**src/common/ttm_map.svh**
```systemverilog
`ifndef TTM_MAP_SVH
`define TTM_MAP_SVH
// ----------------------------------------
// Register byte offsets
// ----------------------------------------
`define TTM_OFF_AVGCFG    12'h000
`define TTM_OFF_INT_HI    12'h004
`define TTM_OFF_INT_LO    12'h008
`define TTM_OFF_EXT1_HI   12'h00c
`define TTM_OFF_EXT1_LO   12'h010
`define TTM_OFF_EXT2_HI   12'h014
`define TTM_OFF_EXT2_LO   12'h018
`define TTM_OFF_ENABLES   12'h01c
`define TTM_OFF_STATUS    12'h020
`define TTM_OFF_IRQ_STAT  12'h024
`define TTM_OFF_IRQ_MASK  12'h028
`define TTM_OFF_RESULT0   12'h02c
`define TTM_OFF_RESULT1   12'h030
`define TTM_OFF_RESULT2   12'h034
// ----------------------------------------
// Field positions
// ----------------------------------------
`define TTM_AVG_INT_LSB   0
`define TTM_AVG_EXT1_LSB  2
`define TTM_AVG_EXT2_LSB  4
`define TTM_STAT_LOW_BIT  1
`define TTM_STAT_HIGH_BIT 2
`define TTM_STAT_STRIDE   4
// ----------------------------------------
// Reset values
// ----------------------------------------
`define TTM_RST_AVGCFG    6'h00
`define TTM_RST_HI_LIMIT  12'h7ff
`define TTM_RST_LO_LIMIT  12'h800
`define TTM_RST_ENABLES   3'h0
// ----------------------------------------
// Timing
// ----------------------------------------
`define TTM_MIN_AVG_LOG2  2
`endif

```
**src/common/ttm_pkg.sv**
```systemverilog
`default_nettype none
package ttm_pkg;
    // One sample offered to the averager
    typedef struct packed {
        logic        valid;
        logic [11:0] temp;
    } ttm_sample_s;

    // One completed average
    typedef struct packed {
        logic        done;
        logic [11:0] temp;
    } ttm_result_s;

    // Bus slave data phase states
    typedef enum logic [0:0] {
        TTM_IDLE = 1'b0,
        TTM_DATA = 1'b1
    } ttm_bus_e;
endpackage
`default_nettype wire

```
**src/ttm_averager.sv**
```systemverilog
`default_nettype none
`include "ttm_map.svh"
module ttm_averager #(
    parameter int unsigned WIDTH = 12,
    parameter int unsigned CNT_W = 5
) (
    input  wire logic               hclk,
    input  wire logic               hresetn,
    input  wire logic               enable,
    input  wire logic [1:0]         avg_sel,
    input  wire ttm_pkg::ttm_sample_s sample,
    output ttm_pkg::ttm_result_s    result
);
    import ttm_pkg::*;

    localparam int unsigned ACC_W = WIDTH + CNT_W;

    logic [ACC_W-1:0] acc_q, acc_d;
    logic [CNT_W-1:0] cnt_q, cnt_d;
    ttm_result_s      res_q, res_d;
    logic [CNT_W-1:0] last_cnt;
    logic [ACC_W-1:0] sum;
    logic [ACC_W-1:0] shifted;

    // ----------------------------------------
    // Accumulate signed samples, divide by shift
    // ----------------------------------------
    always_comb begin
        last_cnt = CNT_W'((32'd1 << (avg_sel + `TTM_MIN_AVG_LOG2)) - 32'd1);
        sum      = acc_q + {{CNT_W{sample.temp[WIDTH-1]}}, sample.temp};
        shifted  = ACC_W'($signed(sum) >>> (avg_sel + `TTM_MIN_AVG_LOG2));
        acc_d    = acc_q;
        cnt_d    = cnt_q;
        res_d    = res_q;
        res_d.done = 1'b0;
        if (!enable) begin
            // Disabled channel drops any partial sum
            acc_d = '0;
            cnt_d = '0;
        end else if (sample.valid) begin
            if (cnt_q >= last_cnt) begin
                // Result only when the full count is in
                res_d.done = 1'b1;
                res_d.temp = shifted[WIDTH-1:0];
                acc_d      = '0;
                cnt_d      = '0;
            end else begin
                acc_d = sum;
                cnt_d = cnt_q + 1'b1;
            end
        end
    end

    always_ff @(posedge hclk or negedge hresetn) begin
        if (!hresetn) begin
            acc_q <= '0;
            cnt_q <= '0;
            res_q <= '0;
        end else begin
            acc_q <= acc_d;
            cnt_q <= cnt_d;
            res_q <= res_d;
        end
    end

    assign result = res_q;
endmodule
`default_nettype wire

```
**src/ttm_limit_check.sv**
```systemverilog
`default_nettype none
module ttm_limit_check #(
    parameter int unsigned WIDTH = 12
) (
    input  wire logic             hclk,
    input  wire logic             hresetn,
    input  wire ttm_pkg::ttm_result_s result,
    input  wire logic [WIDTH-1:0] high_limit,
    input  wire logic [WIDTH-1:0] low_limit,
    output logic                  over,
    output logic                  under,
    output logic                  eval
);
    import ttm_pkg::*;

    logic over_q, over_d;
    logic under_q, under_d;
    logic eval_q, eval_d;

    // ----------------------------------------
    // Signed compare on each finished average
    // ----------------------------------------
    always_comb begin
        over_d  = over_q;
        under_d = under_q;
        eval_d  = result.done;
        if (result.done) begin
            over_d  = $signed(result.temp) > $signed(high_limit);
            under_d = $signed(result.temp) < $signed(low_limit);
        end
    end

    always_ff @(posedge hclk or negedge hresetn) begin
        if (!hresetn) begin
            over_q  <= 1'b0;
            under_q <= 1'b0;
            eval_q  <= 1'b0;
        end else begin
            over_q  <= over_d;
            under_q <= under_d;
            eval_q  <= eval_d;
        end
    end

    assign over  = over_q;
    assign under = under_q;
    assign eval  = eval_q;
endmodule
`default_nettype wire

```
**src/ttm_monitor.sv**
```systemverilog
// Operation
// RULE1: internal averaging count from bits 1:0
// RULE2: first external averaging count from bits 3:2
// RULE3: second external averaging count from bits 5:4
// RULE4: internal over high sets status bit 2
// RULE5: internal under low sets status bit 1
// RULE6: first external over high sets bit 2
// RULE7: first external under low sets bit 1
// RULE8: second external over high sets bit 2
// RULE9: second external under low sets bit 1
// RULE10: thresholds signed 12-bit, 0.125 C steps
// RULE11: each channel runs only when enabled
// RULE12: compare only on completed averages
`default_nettype none
`include "ttm_map.svh"
module ttm_monitor #(
    parameter int unsigned WIDTH = 12
) (
    input  wire logic                 hclk,
    input  wire logic                 hresetn,
    input  wire logic                 hsel,
    input  wire logic [31:0]          haddr,
    input  wire logic [1:0]           htrans,
    input  wire logic                 hwrite,
    input  wire logic [2:0]           hsize,
    input  wire logic [31:0]          hwdata,
    input  wire logic                 hready,
    output logic [31:0]               hrdata,
    output logic                      hreadyout,
    output logic                      hresp,
    input  wire ttm_pkg::ttm_sample_s int_sample,
    input  wire ttm_pkg::ttm_sample_s ext1_sample,
    input  wire ttm_pkg::ttm_sample_s ext2_sample,
    output logic                      irq
);
    import ttm_pkg::*;

    localparam int unsigned NCH = 3;

    // ----------------------------------------
    // Register state
    // ----------------------------------------
    logic [5:0]       avgcfg_q, avgcfg_d;
    logic [WIDTH-1:0] hi_q [NCH];
    logic [WIDTH-1:0] hi_d [NCH];
    logic [WIDTH-1:0] lo_q [NCH];
    logic [WIDTH-1:0] lo_d [NCH];
    logic [NCH-1:0]   en_q, en_d;
    logic [5:0]       istat_q, istat_d;
    logic [5:0]       imask_q, imask_d;
    logic [WIDTH-1:0] last_q [NCH];
    logic [WIDTH-1:0] last_d [NCH];
    logic             irq_q, irq_d;

    // Bus pipeline state
    ttm_bus_e         bst_q, bst_d;
    logic             wr_q, wr_d;
    logic [11:0]      addr_q, addr_d;
    logic [31:0]      rdata_q, rdata_d;

    // Channel wiring
    ttm_sample_s      samp [NCH];
    ttm_result_s      res [NCH];
    logic [NCH-1:0]   over, under, eval;
    logic [NCH-1:0]   over_seen, under_seen;
    logic             addr_ok;
    logic [31:0]      rd_mux;
    logic [11:0]      rd_addr;
    logic [11:0]      status_w;
    logic             wr_dp;

    // ----------------------------------------
    // Sample inputs as a channel array
    // ----------------------------------------
    // Index 0 internal, 1 and 2 external sensors
    assign samp[0] = int_sample;
    assign samp[1] = ext1_sample;
    assign samp[2] = ext2_sample;

    // ----------------------------------------
    // Channel datapath
    // ----------------------------------------
    for (genvar c = 0; c < NCH; c++) begin : g_ch
        // RULE1 RULE2 RULE3 RULE11: selected count, gated
        ttm_averager #(
            .WIDTH (WIDTH),
            .CNT_W (5)
        ) u_avg (
            .hclk    (hclk),
            .hresetn (hresetn),
            .enable  (en_q[c]),
            .avg_sel (avgcfg_q[2*c +: 2]),
            .sample  (samp[c]),
            .result  (res[c])
        );

        // RULE10 RULE12: signed compare per average
        ttm_limit_check #(
            .WIDTH (WIDTH)
        ) u_chk (
            .hclk       (hclk),
            .hresetn    (hresetn),
            .result     (res[c]),
            .high_limit (hi_q[c]),
            .low_limit  (lo_q[c]),
            .over       (over[c]),
            .under      (under[c]),
            .eval       (eval[c])
        );

        // Events fire only on a fresh evaluation
        assign over_seen[c]  = eval[c] & over[c];
        assign under_seen[c] = eval[c] & under[c];
    end

    // ----------------------------------------
    // Live status word, nibble per channel
    // ----------------------------------------
    // Latest compare only, not sticky; bits 0 and 3
    // of each nibble always read as zero
    always_comb begin
        status_w = 12'h000;
        for (int i = 0; i < NCH; i++) begin
            // RULE4 RULE6 RULE8: high compare bit
            status_w[`TTM_STAT_STRIDE*i+`TTM_STAT_HIGH_BIT] = over[i];
            // RULE5 RULE7 RULE9: low compare bit
            status_w[`TTM_STAT_STRIDE*i+`TTM_STAT_LOW_BIT]  = under[i];
        end
    end

    // ----------------------------------------
    // Register read mux
    // ----------------------------------------
    always_comb begin
        rd_addr = addr_q;
        rd_mux  = 32'h0000_0000;
        unique case (rd_addr)
            `TTM_OFF_AVGCFG:   rd_mux = {26'h0, avgcfg_q};
            `TTM_OFF_INT_HI:   rd_mux = {20'h0, hi_q[0]};
            `TTM_OFF_INT_LO:   rd_mux = {20'h0, lo_q[0]};
            `TTM_OFF_EXT1_HI:  rd_mux = {20'h0, hi_q[1]};
            `TTM_OFF_EXT1_LO:  rd_mux = {20'h0, lo_q[1]};
            `TTM_OFF_EXT2_HI:  rd_mux = {20'h0, hi_q[2]};
            `TTM_OFF_EXT2_LO:  rd_mux = {20'h0, lo_q[2]};
            `TTM_OFF_ENABLES:  rd_mux = {29'h0, en_q};
            // Live compare outcome, nibble per channel
            `TTM_OFF_STATUS:   rd_mux = {20'h0, status_w};
            `TTM_OFF_IRQ_STAT: rd_mux = {26'h0, istat_q};
            `TTM_OFF_IRQ_MASK: rd_mux = {26'h0, imask_q};
            `TTM_OFF_RESULT0:  rd_mux = {20'h0, last_q[0]};
            `TTM_OFF_RESULT1:  rd_mux = {20'h0, last_q[1]};
            `TTM_OFF_RESULT2:  rd_mux = {20'h0, last_q[2]};
            default:           rd_mux = 32'h0000_0000;
        endcase
    end

    // ----------------------------------------
    // Bus pipeline next state
    // ----------------------------------------
    // Only an accepted address phase moves the pipeline;
    // the read wait state blocks a new one, so a read
    // and a write never share a data phase
    always_comb begin
        addr_ok = hsel & hready & htrans[1];
        bst_d   = addr_ok ? TTM_DATA : TTM_IDLE;
        wr_d    = addr_ok & hwrite;
        addr_d  = addr_ok ? {haddr[11:2], 2'b00} : addr_q;
        rdata_d = rdata_q;
        // Read data registered one cycle ahead
        if (bst_q == TTM_DATA && !wr_q) begin
            rdata_d = rd_mux;
        end
    end

    always_ff @(posedge hclk or negedge hresetn) begin
        if (!hresetn) begin
            bst_q   <= TTM_IDLE;
            wr_q    <= 1'b0;
            addr_q  <= 12'h000;
            rdata_q <= 32'h0000_0000;
        end else begin
            bst_q   <= bst_d;
            wr_q    <= wr_d;
            addr_q  <= addr_d;
            rdata_q <= rdata_d;
        end
    end

    // Write data phase, one cycle per accepted write
    assign wr_dp = (bst_q == TTM_DATA) && wr_q;

    // ----------------------------------------
    // Configuration, limits and last averages
    // ----------------------------------------
    // Writes to unmapped offsets fall through and are lost;
    // the interrupt status and mask words are handled below
    always_comb begin
        avgcfg_d = avgcfg_q;
        en_d     = en_q;
        for (int i = 0; i < NCH; i++) begin
            hi_d[i]   = hi_q[i];
            lo_d[i]   = lo_q[i];
            last_d[i] = res[i].done ? res[i].temp : last_q[i];
        end
        if (wr_dp) begin
            unique case (addr_q)
                // RULE1 RULE2 RULE3: count fields
                `TTM_OFF_AVGCFG:  avgcfg_d = hwdata[5:0];
                // RULE10: signed limit words
                `TTM_OFF_INT_HI:  hi_d[0]  = hwdata[WIDTH-1:0];
                `TTM_OFF_INT_LO:  lo_d[0]  = hwdata[WIDTH-1:0];
                `TTM_OFF_EXT1_HI: hi_d[1]  = hwdata[WIDTH-1:0];
                `TTM_OFF_EXT1_LO: lo_d[1]  = hwdata[WIDTH-1:0];
                `TTM_OFF_EXT2_HI: hi_d[2]  = hwdata[WIDTH-1:0];
                `TTM_OFF_EXT2_LO: lo_d[2]  = hwdata[WIDTH-1:0];
                // RULE11: channel enable bits
                `TTM_OFF_ENABLES: en_d     = hwdata[NCH-1:0];
                default:          ;
            endcase
        end
    end

    always_ff @(posedge hclk or negedge hresetn) begin
        if (!hresetn) begin
            avgcfg_q <= `TTM_RST_AVGCFG;
            en_q     <= `TTM_RST_ENABLES;
            // Limits start at the extremes, so nothing trips
            for (int i = 0; i < NCH; i++) begin
                hi_q[i]   <= `TTM_RST_HI_LIMIT;
                lo_q[i]   <= `TTM_RST_LO_LIMIT;
                last_q[i] <= 12'h000;
            end
        end else begin
            avgcfg_q <= avgcfg_d;
            en_q     <= en_d;
            for (int i = 0; i < NCH; i++) begin
                hi_q[i]   <= hi_d[i];
                lo_q[i]   <= lo_d[i];
                last_q[i] <= last_d[i];
            end
        end
    end

    // ----------------------------------------
    // Interrupt status, mask and line
    // ----------------------------------------
    // Sticky events, cleared by writing ones; the mask
    // only gates the line, never the events themselves
    always_comb begin
        imask_d = imask_q;
        istat_d = istat_q;
        if (wr_dp && addr_q == `TTM_OFF_IRQ_MASK) begin
            imask_d = hwdata[5:0];
        end
        // Clear applied first, so a same-cycle event wins
        if (wr_dp && addr_q == `TTM_OFF_IRQ_STAT) begin
            istat_d = istat_q & ~hwdata[5:0];
        end
        for (int i = 0; i < NCH; i++) begin
            // RULE4 RULE6 RULE8: high crossing latched
            if (over_seen[i]) begin
                istat_d[2*i+1] = 1'b1;
            end
            // RULE5 RULE7 RULE9: low crossing latched
            if (under_seen[i]) begin
                istat_d[2*i] = 1'b1;
            end
        end
        // Follows the next status, so the line is not a cycle late
        irq_d = |(istat_d & imask_d);
    end

    always_ff @(posedge hclk or negedge hresetn) begin
        if (!hresetn) begin
            istat_q <= 6'h00;
            imask_q <= 6'h00;
            irq_q   <= 1'b0;
        end else begin
            istat_q <= istat_d;
            imask_q <= imask_d;
            irq_q   <= irq_d;
        end
    end

    // ----------------------------------------
    // Bus handshake outputs
    // ----------------------------------------
    // Read data trails by a wait state, so stretch;
    // writes never stall, the register takes hwdata
    // at the end of their single data phase
    logic hrdy_q, hrdy_d;
    always_comb begin
        hrdy_d = !(addr_ok && !hwrite);
    end
    always_ff @(posedge hclk or negedge hresetn) begin
        if (!hresetn) begin
            hrdy_q <= 1'b1;
        end else begin
            hrdy_q <= hrdy_d;
        end
    end

    // Every access answers OKAY; kept in a flop so
    // that all output pins leave registers
    logic hresp_q, hresp_d;
    always_comb begin
        hresp_d = 1'b0;
    end
    always_ff @(posedge hclk or negedge hresetn) begin
        if (!hresetn) begin
            hresp_q <= 1'b0;
        end else begin
            hresp_q <= hresp_d;
        end
    end

    // ----------------------------------------
    // Outputs
    // ----------------------------------------
    assign hrdata    = rdata_q;
    assign hreadyout = hrdy_q;
    assign hresp     = hresp_q;
    assign irq       = irq_q;
endmodule
`default_nettype wire

```
**config.mk**
```make
export PLATFORM = sky130hd
export DESIGN_NAME = ttm_monitor
export DESIGN_NICKNAME = d
export VERILOG_FILES = /design/src/common/ttm_pkg.sv /design/src/ttm_averager.sv /design/src/ttm_limit_check.sv /design/src/ttm_monitor.sv
export VERILOG_INCLUDE_DIRS = /design/src /design/src/common
export SDC_FILE = /design/constraint.sdc
export NUM_CORES = 1
export LEC_CHECK = 0
export ABC_CLOCK_PERIOD_IN_PS = 3600
export BUFFER_PORTS_ARGS = -buffer_cell sky130_fd_sc_hd__buf_2
export CAP_MARGIN = 20
export CORE_MARGIN = 2
export CORE_UTILIZATION = 48
export DETAILED_ROUTE_END_ITERATION = 7
export PLACE_DENSITY = 0.69
export SETUP_SLACK_MARGIN = 0.3
export SLEW_MARGIN = 0
export SYNTH_ARGS = -nofsm -noshare
export SYNTH_HDL_FRONTEND = slang
export SYNTH_SLANG_ARGS = --single-unit
export TNS_END_PERCENT = 5
```
**constraint.sdc**
```tcl
create_clock -name hclk -period 3.6 [get_ports hclk]
set_input_delay 0.18 -clock hclk [delete_from_list [all_inputs] [get_ports hclk]]
set_output_delay 0.18 -clock hclk [all_outputs]
set_load 0.01 [all_outputs]
```
==> impl_metrics.ini <==
[sta]
final_hold_viol_count = 0
slew_headroom_pct = 46.4
period_share_pct = 84.7
final.setup_skew_ns = 0.00851
finalSetupViolations = 0
rsz0062_at_grt = false
max_freq_mhz = 328
timing.final.max_slew_violations = 0
setup_tns_ns = 0
worst_pin_slew_ns = 0.803
min_period_ns = 3.05

[floorplanning]
core_area_sq_um = 33400
dieArea_sq_um = 35200
start_util_pct = 48.6
pin_count = 148
fp.dieH_um = 188
rows = 67
die_x_um = 188

[final_layout]
drive_above_1_share_pct = 20.7
multi_input_area_sq_um = 8690
nFillCells = 2950
diodes = 0
nNetsFinal = 1905
final_cells = 2126
finalInstanceArea_sq_um = 18300
area_growth_pct = 12.7
register_area_sq_um = 6780

[critical_path]
worstPathMaxFanout = 12
arrival_ns = 3.50
r2r_slack_ns = 0.55
critPathTopFamily = simple AND/OR/NAND/NOR gates
slowest_stage = nand2_1
worstPathCellList = nor4_2 -> or3b_1 -> nor2_1 -> nand2_1 -> mux2_2
rr_endpoint = hi_q[35]
cpPeakStageDelay_ns = 0.55
r2r_cells = 5
start_kind = flip-flop
r2r_start = addr_q[7]
worst-endpoint-required_ns = 4.05
path_class = flip-flop to flip-flop
end_kind = flip-flop
path_buf_inv = 0

[global_routing]
antenna_found_initial = 2
grt_start_max_net_pins = 91
overflow = 0
track_usage_pct = 23.8
grt_pass1_wl_um = 67300
grt_pass1_vias = 12300

[placement]
hpwl_um = 30200
dp.cells = 2054
portBuffers = 80
placed_area_sq_um = 17000
gp_routability_congestion = 0.903

[synthesis]
synthAdderAreaFrac_pct = 10.8
yosysTopAreaCell = dfrtp_1
ys_async_sr_fraction_pct = 100
synth_xor_area_share_pct = 2.38
synthSimpleGateAreaFrac_pct = 9.48
post-synth-top-count-cell = dfrtp_1
ys_top_cells_by_count = dfrtp_1 (232), ha_1 (135), mux2_2 (132), nand2_1 (107), inv_1 (96)
netlist_top_cells_area = dfrtp_1 (36%), ha_1 (10%), mux2_2 (9.2%), dfstp_2 (6.0%), a22o_1 (2.9%)
ys_seq_elements = 269
synthMuxAreaShare_pct = 11.2
yosys.area.top_type_share_pct = 35.8
ys_warn_count = 0
syn_area_sq_um = 16200
synth_edf_count = 0
syn-instance-count = 1570
synth_top_family_by_area = compound AO/OA/AOI/OAI gates
syn_area_per_cell_sq_um = 10.3
synth_compound_area_share_pct = 19.2
ys_seq_area_share_pct = 41.8
synth_cell_types = 79
ys.flop_type = dfrtp_1

[detailed_routing]
drc = 0
routed_wl_um = 42300
via_per_inst = 5.94
route.vias.total = 12600
drt_pass1_iterations = 6
wl_per_cell_um = 19.9
postRouteAntennaNets = 0
initialDrtViolationCount = 1254

[clocking]
clkTransAtPathRegs_ns = 0.06
cts_resized = 0
clkSinkCount = 269
cts_tree = done
worstSkewPairLatency_ns = 0.57
root_buffer = clkbuf_16
h-tree-depth = 1
cts_made_buffers = 30
clk_path_buf_depth = 3

[pwr]
ir_worst_vdd_v = 0.000394
p_leak_nw = 8.90
power_density_nw_per_um2 = 490

[worst_hold_path]
whs_endpoint = lo_q[2]
hold-path-cell-count = 2
min-delay-start = hwdata[2]
hold_path_class = input port to flip-flop

[flow_run]
maxCapViolCount = 0

[outcome]
status = finished, final reports clean
## flip-flops by register name, summed over array words and instances (netlist names)
name,count
addr_q,10
avgcfg_q,6
bst_q,1
en_q,3
g_ch.u_avg.acc_q,51
g_ch.u_avg.cnt_q,15
g_ch.u_avg.result,39
g_ch.u_chk.eval,3
g_ch.u_chk.over,3
g_ch.u_chk.under,3
hi_q,36
hrdata,12
hreadyout,1
imask_q,6
irq,1
istat_q,6
last_q,36
lo_q,36
wr_q,1
## what timing repair did
| action | in CTS | in global routing |
|---|---|---|
| buffers inserted | 0 | 0 |
| hold buffers | 16 | 0 |
| hold endpoints to repair | 101 | 0 |
## worst reg2reg max path: cells and delay by family, from the launching register on
kind / cells / cell delay, ns
DFF: 1 / 0.39
muxes: 1 / 0.42
and+or+nand+nor: 4 / 2.12
## power breakdown
group          total [mW]  internal [mW]  switching (mW)
Clock                3.28           1.99            1.29
Combinational        2.04          0.890            1.15
Sequential           3.63           3.32           0.305
Total                8.95           6.20            2.75
## logic make-up after synthesis
family                   Yosys count
AO/OA/AOI/OAI                    442
multiplexers                     162
flip-flops                       269
AND/OR/NAND/NOR                  322
buffers and inverters            192
XOR/XNOR                          44
adder cells (fa/ha/maj)          138
other                              1
## worst max path at each step
stage | start | endpoint | slack (ns) | cells past startpoint
4_1_cts | addr_q[7] | hi_q[35] | 0.67 | 5
3_3_place_gp | addr_q[7] | hi_q[35] | 0.69 | 5
6_report | addr_q[7] | hi_q[35] | 0.55 | 5
3_5_place_dp | addr_q[7] | hi_q[35] | 0.69 | 5
2_1_floorplan | avgcfg_q[3] | g_ch[1].u_avg.result[3] | 0.94 | 12
5_1_grt | addr_q[7] | hi_q[35] | 0.43 | 5
## per-stage QoR
| step | total power [mW] | hold slack [ns] | util, % | setup slack [ns] |
|---|---|---|---|---|
| after floorplan | 5.07 | -0.116 | - | 0.941 |
| after global placement | 5.60 | 0.254 | 51.0 | 0.688 |
| after detailed placement | 5.67 | 0.254 | 51.0 | 0.687 |
| final | 8.95 | 0.0647 | 54.7 | 0.551 |
| after CTS | 8.99 | 0.0359 | 54.7 | 0.670 |
| after global routing | 9.42 | 0.0547 | 54.7 | 0.430 |
## cell usage in the layout, fill, tap and decap left out, types with 54 or more instances in the layout
cell type / count
a21oi_1: 80
a22o_1: 54
buf_2: 79
dfrtp_1: 232
ha_1: 135
inv_1: 96
mux2_2: 132
nand2_1: 107
nor2_1: 79
o21ai_0: 78
## area by class of cell
cell class                 instances  area share [%]
sequential                       269            37.1
tap                              448            3.07
multi-input combinational       1132            47.6
clock buffer                      46            5.11
clock inverter                    10           0.761
inverter                         100            2.06
timing repair buffer             121            4.29
## layer usage
metal / global-route usage (%) / vias to the layer above / wire length, um / part of all wire (%)
met1: 32.9 / 6193 / 18600 / 44
met3: 3.33 / 87 / 2770 / 6.5
met4: 7.75 / 2 / 1450 / 3.4
met2: 38.6 / 405 / 19400 / 46
met5: 0 / - / 7 / 0.017
li1: - / 5932 / - / -
No activity file was read; power rests on OpenSTA's default activity.
